===== src/lpm_map.svh =====
// Functional notes
// - direct-transfer, standby, timer, low-speed, medium bits pick mode
// - wake resumes high speed, or medium when flagged; sub-sleep, and watch with low-speed set, resume sub-active
// - sub clock is watch clock over 8/4/2/1
// - new sub clock applies only after SLEEP
// - clock-stop bits 7,5,3 read zero, ignore writes
// - bit 6 low stops serial unit clock
// - serial unit registers held reset while stopped
// - bit 4 low stops converter
// - bit 2 low stops second eight-bit timer
// - bit 1 low stops flash; resets high
// - bit 0 low stops real-time clock; resets high
// - standby-select 0 sleep/sub-sleep, 1 standby/watch
// Purpose: register indices, field positions and reset values of the power block
// Assumes: register byte address is four times the register index
// Notes: definitions only
`ifndef LPM_MAP_SVH
`define LPM_MAP_SVH
`define LPM_AVS_AW 18
`define LPM_IDX_PMC1 16'hFFF0
`define LPM_IDX_PMC2 16'hFFF1
`define LPM_IDX_STAT 16'hFFF2
`define LPM_IDX_CKS1 16'hFFFA
`define LPM_PMC1_STANDBY_SELECT 7
`define LPM_PMC1_LOW_SPEED_ON 3
`define LPM_PMC1_TIMER_MODE_BIT_THREE 2
`define LPM_PMC1_MASK 8'h8C
`define LPM_PMC1_RST 8'h00
`define LPM_PMC2_DIRECT_TRANSFER_FLAG 3
`define LPM_PMC2_MEDIUM_SPEED_WAKE_FLAG 2
`define LPM_PMC2_SA_HI 1
`define LPM_PMC2_SA_LO 0
`define LPM_PMC2_MASK 8'h0F
`define LPM_PMC2_RST 8'h00
`define LPM_CKS_SERIAL 6
`define LPM_CKS_CONV 4
`define LPM_CKS_TIMER 2
`define LPM_CKS_FLASH 1
`define LPM_CKS_RTC 0
`define LPM_CKS_MASK 8'h57
`define LPM_CKS_RST 8'h03
`define LPM_SUB_DIV_BASE 4'h8
`define LPM_SA_RST 2'h0
`endif


===== src/lpm_pkg.sv =====
// Purpose: shared types of the power block
// Assumes: code 3'b111 of the mode is never used
// Notes: constants live in lpm_map.svh
package lpm_pkg;
	// operating modes of the core, binary coded
	typedef enum logic [2:0]
	{
		pm_active_high = 3'b000,
		pm_active_med = 3'b001,
		pm_sleep = 3'b010,
		pm_standby = 3'b011,
		pm_watch = 3'b100,
		pm_subactive = 3'b101,
		pm_subsleep = 3'b110
	} power_mode_t;
endpackage : lpm_pkg


===== src/lpm_mode_select.sv =====
// Purpose: decide where SLEEP goes and where a wake-up returns
// Assumes: mode bits are stable register outputs
// Notes: purely combinational
`timescale 1ns/1ps
module lpm_mode_select
(
	input wire lpm_pkg::power_mode_t i_mode,
	input wire logic i_standby_select,
	input wire logic i_timer_mode_bit_three,
	input wire logic i_low_speed_on,
	input wire logic i_direct_transfer_flag,
	input wire logic i_medium_speed_wake_flag,
	output lpm_pkg::power_mode_t o_sleep_mode,
	output lpm_pkg::power_mode_t o_wake_mode
);
	// active speed picked by the medium-speed flag
	wire lpm_pkg::power_mode_t active_mode = i_medium_speed_wake_flag ? lpm_pkg::pm_active_med
		: lpm_pkg::pm_active_high;
	// destination of SLEEP with the direct-transfer flag set
	wire lpm_pkg::power_mode_t direct_mode = i_low_speed_on ? lpm_pkg::pm_subactive : active_mode;
	// low-power destination: standby-select splits the two families
	wire lpm_pkg::power_mode_t stop_mode = i_timer_mode_bit_three ? lpm_pkg::pm_watch
		: lpm_pkg::pm_standby;
	wire lpm_pkg::power_mode_t doze_mode = i_low_speed_on ? lpm_pkg::pm_subsleep : lpm_pkg::pm_sleep;
	assign o_sleep_mode = i_standby_select ? stop_mode
		: (i_direct_transfer_flag ? direct_mode : doze_mode);
	// watch may resume on the sub clock, sub-sleep always does
	assign o_wake_mode = (i_mode == lpm_pkg::pm_subsleep) ? lpm_pkg::pm_subactive
		: ((i_mode == lpm_pkg::pm_watch) ? direct_mode : active_mode);
endmodule : lpm_mode_select


===== src/lpm_sub_divider.sv =====
// Purpose: divide the watch clock into a system-clock tick
// Assumes: watch clock is far slower than the system clock
// Notes: watch clock is sampled, never used as a clock
`timescale 1ns/1ps
`include "lpm_map.svh"
module lpm_sub_divider
(
	input wire logic i_clk,
	input wire logic i_arst_n,
	input wire logic i_watch_clk,
	input wire logic [1:0] i_div_sel,
	output logic o_tick
);
	logic sync1_q; // first synchroniser stage
	logic sync2_q; // second synchroniser stage
	logic sync3_q; // delayed copy for edge detection
	logic [3:0] cnt_q; // watch edges counted so far
	// last count of the division, 7/3/1/0 for codes 00..11
	wire [3:0] terminal = (`LPM_SUB_DIV_BASE >> i_div_sel) - 4'h1;
	wire edge_seen = sync2_q & ~sync3_q; // rising watch edge
	// synchronise and divide
	always_ff @(posedge i_clk or negedge i_arst_n)
	begin
		if (!i_arst_n)
		begin
			sync1_q <= 1'b0;
			sync2_q <= 1'b0;
			sync3_q <= 1'b0;
			cnt_q <= 4'h0;
			o_tick <= 1'b0;
		end
		else
		begin
			sync1_q <= i_watch_clk;
			sync2_q <= sync1_q;
			sync3_q <= sync2_q;
			o_tick <= edge_seen && (cnt_q >= terminal);
			if (edge_seen)
				cnt_q <= (cnt_q >= terminal) ? 4'h0 : cnt_q + 4'h1;
		end
	end
endmodule : lpm_sub_divider


===== src/lpm_power_ctrl.sv =====
// Purpose: low-power mode control and peripheral clock gating
// Assumes: Avalon-MM slave, byte addresses, one wait state per access
// Notes: SLEEP and wake-up arrive as one-cycle pulses from the core
`timescale 1ns/1ps
`include "lpm_map.svh"
module lpm_power_ctrl
(
	input wire logic i_clk,
	input wire logic i_arst_n,
	// register bus
	input wire logic [`LPM_AVS_AW-1:0] i_avs_address,
	input wire logic i_avs_read,
	input wire logic i_avs_write,
	input wire logic [3:0] i_avs_byteenable,
	input wire logic [31:0] i_avs_writedata,
	output logic [31:0] o_avs_readdata,
	output logic o_avs_waitrequest,
	// core events
	input wire logic i_sleep_exec,
	input wire logic i_wake_event,
	// watch clock pin, sampled
	input wire logic i_watch_clk,
	// mode outputs
	output lpm_pkg::power_mode_t o_power_mode,
	output logic o_sys_clk_run,
	output logic o_cpu_clk_run,
	output logic o_medium_speed,
	output logic o_sub_clk_tick,
	// peripheral gating
	output logic o_serial_clk_en,
	output logic o_serial_reset,
	output logic o_converter_clk_en,
	output logic o_timer_clk_en,
	output logic o_flash_clk_en,
	output logic o_realtime_clk_en
);

	// byte address of a register index
	function automatic logic [`LPM_AVS_AW-1:0] reg_addr(input logic [15:0] idx);
		reg_addr = {idx, 2'b00};
	endfunction : reg_addr

	// keep only writable bits, reserved ones stay zero
	function automatic logic [7:0] masked(input logic [7:0] wdata, input logic [7:0] mask);
		masked = wdata & mask;
	endfunction : masked

	// true in modes where the core has stopped
	function automatic logic is_low(input lpm_pkg::power_mode_t m);
		is_low = (m == lpm_pkg::pm_sleep) || (m == lpm_pkg::pm_standby)
			|| (m == lpm_pkg::pm_watch) || (m == lpm_pkg::pm_subsleep);
	endfunction : is_low

	// registers
	logic [7:0] pmc1_q; // standby-select, low-speed, timer-mode bits
	logic [7:0] pmc2_q; // direct-transfer, medium-speed, sub clock field
	logic [7:0] cks1_q; // module clock-stop bits
	logic [1:0] sub_div_q; // sub clock choice in force
	lpm_pkg::power_mode_t mode_q; // current mode
	lpm_pkg::power_mode_t mode_d; // next mode
	logic ack_q; // second cycle of a bus access
	logic [31:0] rdata_q; // read data register

	// bus decode
	wire access = i_avs_read | i_avs_write; // any request
	wire hit_pmc1 = (i_avs_address == reg_addr(`LPM_IDX_PMC1));
	wire hit_pmc2 = (i_avs_address == reg_addr(`LPM_IDX_PMC2));
	wire hit_stat = (i_avs_address == reg_addr(`LPM_IDX_STAT));
	wire hit_cks1 = (i_avs_address == reg_addr(`LPM_IDX_CKS1));
	// write lands on the edge where waitrequest is low
	wire wr_fire = i_avs_write & ack_q & i_avs_byteenable[0];
	wire [7:0] wbyte = i_avs_writedata[7:0];

	// status view: mode and sub clock in force
	wire [7:0] status_byte = {2'b00, sub_div_q, 1'b0, mode_q};

	// read mux; unmapped addresses return zero
	wire [7:0] rd_byte = hit_pmc1 ? pmc1_q
		: hit_pmc2 ? pmc2_q
		: hit_cks1 ? cks1_q
		: hit_stat ? status_byte
		: 8'h00;

	// mode bits as named wires
	wire standby_select = pmc1_q[`LPM_PMC1_STANDBY_SELECT];
	wire low_speed_on = pmc1_q[`LPM_PMC1_LOW_SPEED_ON];
	wire timer_mode_bit_three = pmc1_q[`LPM_PMC1_TIMER_MODE_BIT_THREE];
	wire direct_transfer_flag = pmc2_q[`LPM_PMC2_DIRECT_TRANSFER_FLAG];
	wire medium_speed_wake_flag = pmc2_q[`LPM_PMC2_MEDIUM_SPEED_WAKE_FLAG];
	wire [1:0] subactive_clock_sel = {pmc2_q[`LPM_PMC2_SA_HI], pmc2_q[`LPM_PMC2_SA_LO]};

	// destinations offered by the selector
	lpm_pkg::power_mode_t sleep_target; // where SLEEP goes
	lpm_pkg::power_mode_t wake_target; // where a wake-up returns

	// SLEEP accepted only while the core is running
	wire sleep_go = i_sleep_exec & ~is_low(mode_q);
	// wake-up accepted only in a stopped mode
	wire wake_go = i_wake_event & is_low(mode_q);

	// mode selection
	lpm_mode_select u_select
	(
		.i_mode(mode_q),
		.i_standby_select(standby_select),
		.i_timer_mode_bit_three(timer_mode_bit_three),
		.i_low_speed_on(low_speed_on),
		.i_direct_transfer_flag(direct_transfer_flag),
		.i_medium_speed_wake_flag(medium_speed_wake_flag),
		.o_sleep_mode(sleep_target),
		.o_wake_mode(wake_target)
	);

	// watch clock divider on the sub clock choice in force
	lpm_sub_divider u_divider
	(
		.i_clk(i_clk),
		.i_arst_n(i_arst_n),
		.i_watch_clk(i_watch_clk),
		.i_div_sel(sub_div_q),
		.o_tick(o_sub_clk_tick)
	);

	// next mode: SLEEP from a running mode, wake from a stopped one
	always_comb
	begin
		mode_d = mode_q;
		unique case (mode_q)
			lpm_pkg::pm_active_high,
			lpm_pkg::pm_active_med,
			lpm_pkg::pm_subactive:
			begin
				// running: only SLEEP moves us
				if (sleep_go)
					mode_d = sleep_target;
			end
			lpm_pkg::pm_sleep,
			lpm_pkg::pm_standby,
			lpm_pkg::pm_watch,
			lpm_pkg::pm_subsleep:
			begin
				// stopped: only a wake-up moves us
				if (wake_go)
					mode_d = wake_target;
			end
			default:
			begin
				// illegal code recovers to full speed
				mode_d = lpm_pkg::pm_active_high;
			end
		endcase
	end

	// bus handshake: one wait cycle, then the answer
	always_ff @(posedge i_clk or negedge i_arst_n)
	begin
		if (!i_arst_n)
		begin
			ack_q <= 1'b0;
			rdata_q <= 32'h00000000;
		end
		else
		begin
			ack_q <= access & ~ack_q;
			// data captured in the wait cycle, shown in the answer cycle
			if (i_avs_read && !ack_q)
				rdata_q <= {24'h000000, rd_byte};
		end
	end

	// first control register, own bits only
	always_ff @(posedge i_clk or negedge i_arst_n)
	begin
		if (!i_arst_n)
			pmc1_q <= `LPM_PMC1_RST;
		else if (wr_fire && hit_pmc1)
			pmc1_q <= masked(wbyte, `LPM_PMC1_MASK);
	end

	// second control register
	always_ff @(posedge i_clk or negedge i_arst_n)
	begin
		if (!i_arst_n)
			pmc2_q <= `LPM_PMC2_RST;
		else if (wr_fire && hit_pmc2)
			pmc2_q <= masked(wbyte, `LPM_PMC2_MASK);
	end

	// clock-stop register; reserved bits cannot be set
	always_ff @(posedge i_clk or negedge i_arst_n)
	begin
		if (!i_arst_n)
			cks1_q <= `LPM_CKS_RST;
		else if (wr_fire && hit_cks1)
			cks1_q <= masked(wbyte, `LPM_CKS_MASK);
	end

	// sub clock choice copied only when SLEEP executes
	always_ff @(posedge i_clk or negedge i_arst_n)
	begin
		if (!i_arst_n)
			sub_div_q <= `LPM_SA_RST;
		else if (sleep_go)
			sub_div_q <= subactive_clock_sel;
	end

	// mode register
	always_ff @(posedge i_clk or negedge i_arst_n)
	begin
		if (!i_arst_n)
			mode_q <= lpm_pkg::pm_active_high;
		else
			mode_q <= mode_d;
	end

	// bus outputs
	assign o_avs_waitrequest = access & ~ack_q;
	assign o_avs_readdata = rdata_q;

	// mode outputs, all from the mode register
	assign o_power_mode = mode_q;
	// system oscillator runs in active and sleep modes
	assign o_sys_clk_run = (mode_q == lpm_pkg::pm_active_high) || (mode_q == lpm_pkg::pm_active_med)
		|| (mode_q == lpm_pkg::pm_sleep);
	// core executes in active and sub-active modes
	assign o_cpu_clk_run = ~is_low(mode_q);
	// medium-speed active
	assign o_medium_speed = (mode_q == lpm_pkg::pm_active_med);

	// gating outputs, straight from the clock-stop bits
	assign o_serial_clk_en = cks1_q[`LPM_CKS_SERIAL];
	// serial unit held in reset while its clock is stopped
	assign o_serial_reset = ~cks1_q[`LPM_CKS_SERIAL];
	assign o_converter_clk_en = cks1_q[`LPM_CKS_CONV];
	assign o_timer_clk_en = cks1_q[`LPM_CKS_TIMER];
	// software must keep this set while an emulator is attached
	assign o_flash_clk_en = cks1_q[`LPM_CKS_FLASH];
	assign o_realtime_clk_en = cks1_q[`LPM_CKS_RTC];

endmodule : lpm_power_ctrl


===== config.mk =====
export PLATFORM = sky130hd
export DESIGN_NAME = lpm_power_ctrl
export DESIGN_NICKNAME = d
export VERILOG_FILES = /design/src/lpm_pkg.sv /design/src/lpm_mode_select.sv /design/src/lpm_sub_divider.sv /design/src/lpm_power_ctrl.sv
export VERILOG_INCLUDE_DIRS = /design/src
export SDC_FILE = /design/constraint.sdc
export NUM_CORES = 1
export LEC_CHECK = 0
export ABC_AREA = 1
export BUFFER_PORTS_ARGS = -buffer_cell sky130_fd_sc_hd__buf_2
export CAP_MARGIN = 20
export CORE_UTILIZATION = 49
export DETAILED_ROUTE_END_ITERATION = 12
export PLACE_DENSITY = 0.86
export SYNTH_ARGS = -nofsm -noshare
export SYNTH_HDL_FRONTEND = slang
export SYNTH_SLANG_ARGS = --single-unit

===== constraint.sdc =====
create_clock -name i_clk -period 4.42 [get_ports i_clk]
set_input_delay 0.221 -clock i_clk [delete_from_list [all_inputs] [get_ports i_clk]]
set_output_delay 0.221 -clock i_clk [all_outputs]
set_load 0.01 [all_outputs]

# Word-level counts from Yosys, hierarchy flattened
# Index checks and enable logic that the tools add are counted.
[word_totals] word_cells=70 inputBits=61 register_bits=34
[classes] muxes=16 reduce_logical=15 add_sub_neg=2 magnitude_cmp=1 bitwise_logic=11 n_eq_ne=12 shift=1
[op_table] op="$eq A18 B18 Y1 const B" n=4
[op_table] op="$mux W3" n=9
[op_table] op="$mux W7" n=2
[op_table] op="$eq A3 B3 Y1 const B" n=3
[op_table] op="$mux W8" n=1
[op_table] op="$and A1 B1 Y1" n=6
[op_table] op="$eq A3 B2 Y1 const B" n=2
[op_table] op="$mux W6" n=1
[op_table] op="$pmux W3 S2" n=1
[op_table] op="$logic_and A1 B1 Y1" n=5
[op_table] op="$logic_or A1 B1 Y1" n=5
[op_table] op="$add A4 B1 Y4 const B" n=1
[op_table] op="$ge A4 B4 Y1" n=1
[op_table] op="$mux W4" n=1
[op_table] op="$ne A2 B2 Y1 const B" n=2
[op_table] op="$not A1 Y1" n=4
[op_table] op="$reduce_or A4 Y1" n=1
[op_table] op="$shr A4 B2 Y4 const A" n=1
[op_table] op="$sub A4 B1 Y4 const B" n=1
[op_table] op="$eq A3 B1 Y1 const B" n=1
[op_table] op="$logic_not A3 Y1" n=1
[op_table] op="$reduce_or A3 Y1" n=1
[op_table] op="$reduce_and A2 Y1" n=1
[op_table] op="$logic_not A1 Y1" n=1
[op_table] op="other kinds (2)" n=2

# Longest topological paths before layout
[depth] word_depth=8 depth_mapped=10 ltp_nobuf=10

# By module
# From an unflattened synthesis, not the netlist that was laid out.
[hier_totals] hier_cells=283 area_unflattened_um2=2123.3
[modules_own_cells] mod="lpm_power_ctrl" cells_each=211 area_each_um2=1604.0 instances=1 seq_area_each_um2=653.1
[modules_own_cells] mod="lpm_sub_divider" cells_each=51 area_each_um2=434.2 instances=1 seq_area_each_um2=200.2
[modules_own_cells] mod="lpm_mode_select" cells_each=21 area_each_um2=85.1 instances=1 seq_area_each_um2=0.0

# Least setup slack after synthesis
# OpenSTA, ideal clock, no wires.
[synth_path] path_kind="flip-flop to flip-flop" from="reg sub_div_q[1]" to="reg u_divider.cnt_q[0]" path_buffers=0 t_arrival_ps=1352 slack_ps=2985 stages_incl_launch_ff=8 path_cell_list="dfrtp_1 -> or2_2 -> ha_1 -> nand4_1 -> nand3_1 -> nor2_1 -> nand2_1 -> o21ai_0"
[synth_via] elab_chain_cells=4
[synth_lines] element="start, declared" line_no="lpm_power_ctrl.sv:58" rtl="logic [1:0] sub_div_q;"
[synth_lines] element="start signal, assigned" line_no="lpm_power_ctrl.sv:202" rtl="sub_div_q <= `LPM_SA_RST;"
[synth_lines] element="start signal, assigned" line_no="lpm_power_ctrl.sv:204" rtl="sub_div_q <= subactive_clock_sel;"
[synth_lines] element="$shr A4 B2 Y4 (no line)"
[synth_lines] element="$sub A4 B1 Y4" line_no="lpm_sub_divider.sv:19" rtl="wire [3:0] terminal = (`LPM_SUB_DIV_BASE >> i_div_sel) - 4'h1;"
[synth_lines] element="$ge A4 B4 Y1" line_no="lpm_sub_divider.sv:39" rtl="cnt_q <= (cnt_q >= terminal) ? 4'h0 : cnt_q + 4'h1;"
[synth_lines] element="$mux W4" line_no="lpm_sub_divider.sv:39"
[synth_lines] element="end signal, assigned" line_no="lpm_sub_divider.sv:39"
[synth_lines] element="end, declared" line_no="lpm_sub_divider.sv:17" rtl="logic [3:0] cnt_q;"
# Every way passes these cells.
# A chain may end at the register's enable or synchronous reset.

# Worst setup path after layout
# Same ends and word-level chain as after synthesis.

==> flow_summary_export.csv <==
group,metric,value,unit
clocking,numCtsBuffers,5,
yosys,synth_cell_types,37,
yosys,synth.most_common_cell,"nand2_1",
sta,finalCritPeriodShare,0.347,
clocking,ctsResizeCount,0,
final_layout,final_layout_size_suffix_gt1_frac,0.275,
status,violations,"hold timing",
job,maxCapViolCount,0,
sta,relSlewSlack,0.508,
global_route,use_met3,0.0548,
sta,fin_tns_setup,0,ns
placed_design,dp_hpwl,3.17,mm
worst_setup_path,worstPathCellList,"or2_2 > ha_1 > nand4_1 > nand3_1 > nor2_1 > nand2_1 > o21ai_0",
detailed_routing,vias_per_cell,4.78,
global_route,antenna_found_initial,0,
clocking,htree_levels,2,
worst_setup_path,startpoint_type,"flop",
yosys,syn_inst,257,
sta,setup_violations,0,
final_layout,fillCellCount,383,
sta,clock_skew,0.00322,ns
global_route,grt_pass1_wl,6.74,mm
pwr,swShare,0.356,
detailed_routing,via_count,1751,
final_layout,area_growth,15.0,%
pwr,pwr-share-comb,0.312,
yosys,synth-async-reset-ratio,1.00,
worst_setup_path,max_stage_delay,0.43,ns
global_route,grt_use_total,0.202,
worst_setup_path,worst_ep_required_time,4.63,ns
sta,hold_violations,16,
clocking,cts_buffer_depth,2,
global_route,use_met1,0.242,
status,status,"complete, but fails checks",
placed_design,dp.cells,358,
final_layout,fin_nets,381,
detailed_routing,routed_wl,3.97,mm
sta,tightest_slew,0.738,ns
clocking,cts_root_buf,"clkbuf_8",
pwr,share_seq_of_total_power,0.444,
yosys,ys_seq_area_frac,0.411,
global_route,grt_busiest_layer,"met2",
worst_setup_path,path_max_fanout,5,
yosys,synth_warnings,0,
clocking,insertion_delay,0.28,ns
detailed_routing,wl_per_cell,10.9,um
yosys,synth-edff-count,0,
final_layout,regArea,853,um^2
global_route,grt_pass1_vias,1597,
pwr,peakVddDrop,0.153,mV
pwr,leakagePower,0.00136,uW
yosys,ys.flop_type,"dfrtp_1",
global_route,use_met2,0.346,
yosys,yosys.area.top_type,"dfrtp_1",
die,io_pins,107,
yosys,yosys-top-cells-area,"dfrtp_1, nand2_1, buf_4",
pwr,p_sw,319,uW
worst_setup_path,crit_slowest_cell,"dfrtp_1",
die,dieHeight,67.1,um
sta,holdWs,-0.00686,ns
clocking,clkSlewWorstSetupHoldPaths,0.07,ns
placed_design,place_congestion,0.831,
die,die_w,67.1,um
sta,maxSlewViolCount,0,
sta,rsz0062_at_grt,"false",
worst_setup_path,critPathArrivalTime,1.74,ns
detailed_routing,dr.first_iter.drc_count,142,
clocking,ctsHoldBuffers,0,
die,die-area,4500,um^2
pwr,p_clk_frac,0.244,
worst_setup_path,path_class,"flop to flop",
final_layout,fin_cells,366,
pwr,power_density,376,nW/um^2
yosys,synth_area,2070,um^2
die,core,4030,um^2
die,placementRows,23,
pwr,cellInternalPower,577,uW
yosys,netlist.area_leader.share,0.386,
clocking,post-cts-setup-buffers,0,
sta,fin_crit,1.54,ns
final_layout,antenna_cells,0,
final_layout,utilization,0.592,
detailed_routing,remaining_drc_errors,0,
yosys,avgSynthCellArea,8.07,um^2
sta,fmax,0.651,GHz
worst_setup_path,regToRegSetupSlack,2.88,ns
placed_design,io_buffers,54,
detailed_routing,first_pass_iters,4,
yosys,synth-seq-cells,34,
clocking,cts_sinks,34,
worst_setup_path,cp-end-kind,"flop",
final_layout,multi_input_area,981,um^2
global_route,grt_start_max_net_pins,35,
hold_path,hp-class,"input port to async pin",
yosys,synthTopCellsByCount,"nand2_1, inv_1, dfrtp_1",
clocking,tritoncts,"done",
global_route,grt-ovfl-total,0,
detailed_routing,drtAntennaViolNets,0,
die,start_util,0.515,
## routing by layer
layer | vias to the layer above | routed length, um
met2 | 52 | 1990
met4 | 0 | 38
met3 | 4 | 206
li1 | 892 | -
met5 | - | 0
met1 | 803 | 1730
## worst max-delay path, delay by kind of cell (launching register included)
kind                       cells  cell delay (ns)
AOI/OAI and AO/OA              1             0.06
DFF                            1             0.43
adders and majority gates      1             0.29
and+or+nand+nor                5             0.68
## power by group through the flow
stage | clock network, uW | logic [uW] | registers (uW)
6_report | 219 | 280 | 398
5_1_grt | 237 | 329 | 404
4_1_cts | 224 | 282 | 399
3_5_place_dp | 0 | 279 | 404
3_3_place_gp | 0 | 267 | 404
2_1_floorplan | 0 | 208 | 399
## final timing paths
| kind | cells past startpoint | from | end |
|---|---|---|---|
| min in group i_clk | 1 | i_watch_clk | u_divider.sync1_q |
| max in group asynchronous | 1 | i_arst_n | u_divider.cnt_q[2] |
| setup / recovery | 7 | sub_div_q[1] | u_divider.cnt_q[0] |
| hold reg to reg | 0 | u_divider.sync1_q | u_divider.sync2_q |
| hold / removal | 1 | i_arst_n | cks1_q[6] |
| setup reg to reg | 7 | sub_div_q[1] | u_divider.cnt_q[0] |
## cell usage in the layout, fill, tap and decap left out, drive strengths merged, types with 3 or more instances in the layout
master  Yosys  routed
nand2      59      59
dfrtp      32      32
o21ai      25      25
buf        25      54
nand4       3       3
conb        2      25
a21oi       6       6
clkbuf      1       8
inv        36      36
nand3      22      22
ha          5       5
nor2       26      26
## stage by stage
step	area, um^2	setup WS, ns	power [uW]	hold WS (ns)
global placement	2300	2.90	671	0.319
CTS	2380	2.87	906	0.0216
global route	2380	2.73	970	0.0336
detailed placement	2300	2.88	684	0.332
finish	2380	2.88	896	-0.00686
floorplan	2160	2.99	606	-0.0746
## state kept, by name (all words and copies together) (netlist names)
signal / count
u_divider.sync2_q: 1
u_divider.o_tick: 1
ack_q: 1
u_divider.sync1_q: 1
pmc1_q: 3
u_divider.cnt_q: 4
u_divider.sync3_q: 1
sub_div_q: 2
pmc2_q: 4
cks1_q: 5
o_avs_readdata: 8
o_power_mode: 3
## cells by family (layout without fill, tap and decap cells)
logic type,after synthesis,in the layout,share of synthesized area
AO/OA/AOI/OAI,38,38,0.109
XOR/XNOR,2,2,0.00845
adder cells (fa/ha/maj),5,5,0.0302
buffers and inverters,62,98,0.157
flip-flops,34,34,0.411
other,2,25,0.00362
AND/OR/NAND/NOR,114,114,0.280
## area by class of cell
cell class / instances / share of cell area
Inverter: 36 / 0.0577
Clock buffer: 8 / 0.0336
Sequential cell: 34 / 0.358
Tap cell: 50 / 0.0262
Timing Repair Buffer: 54 / 0.113
Multi-Input combinational cell: 184 / 0.411
Power figures use the tool's default switching activity.
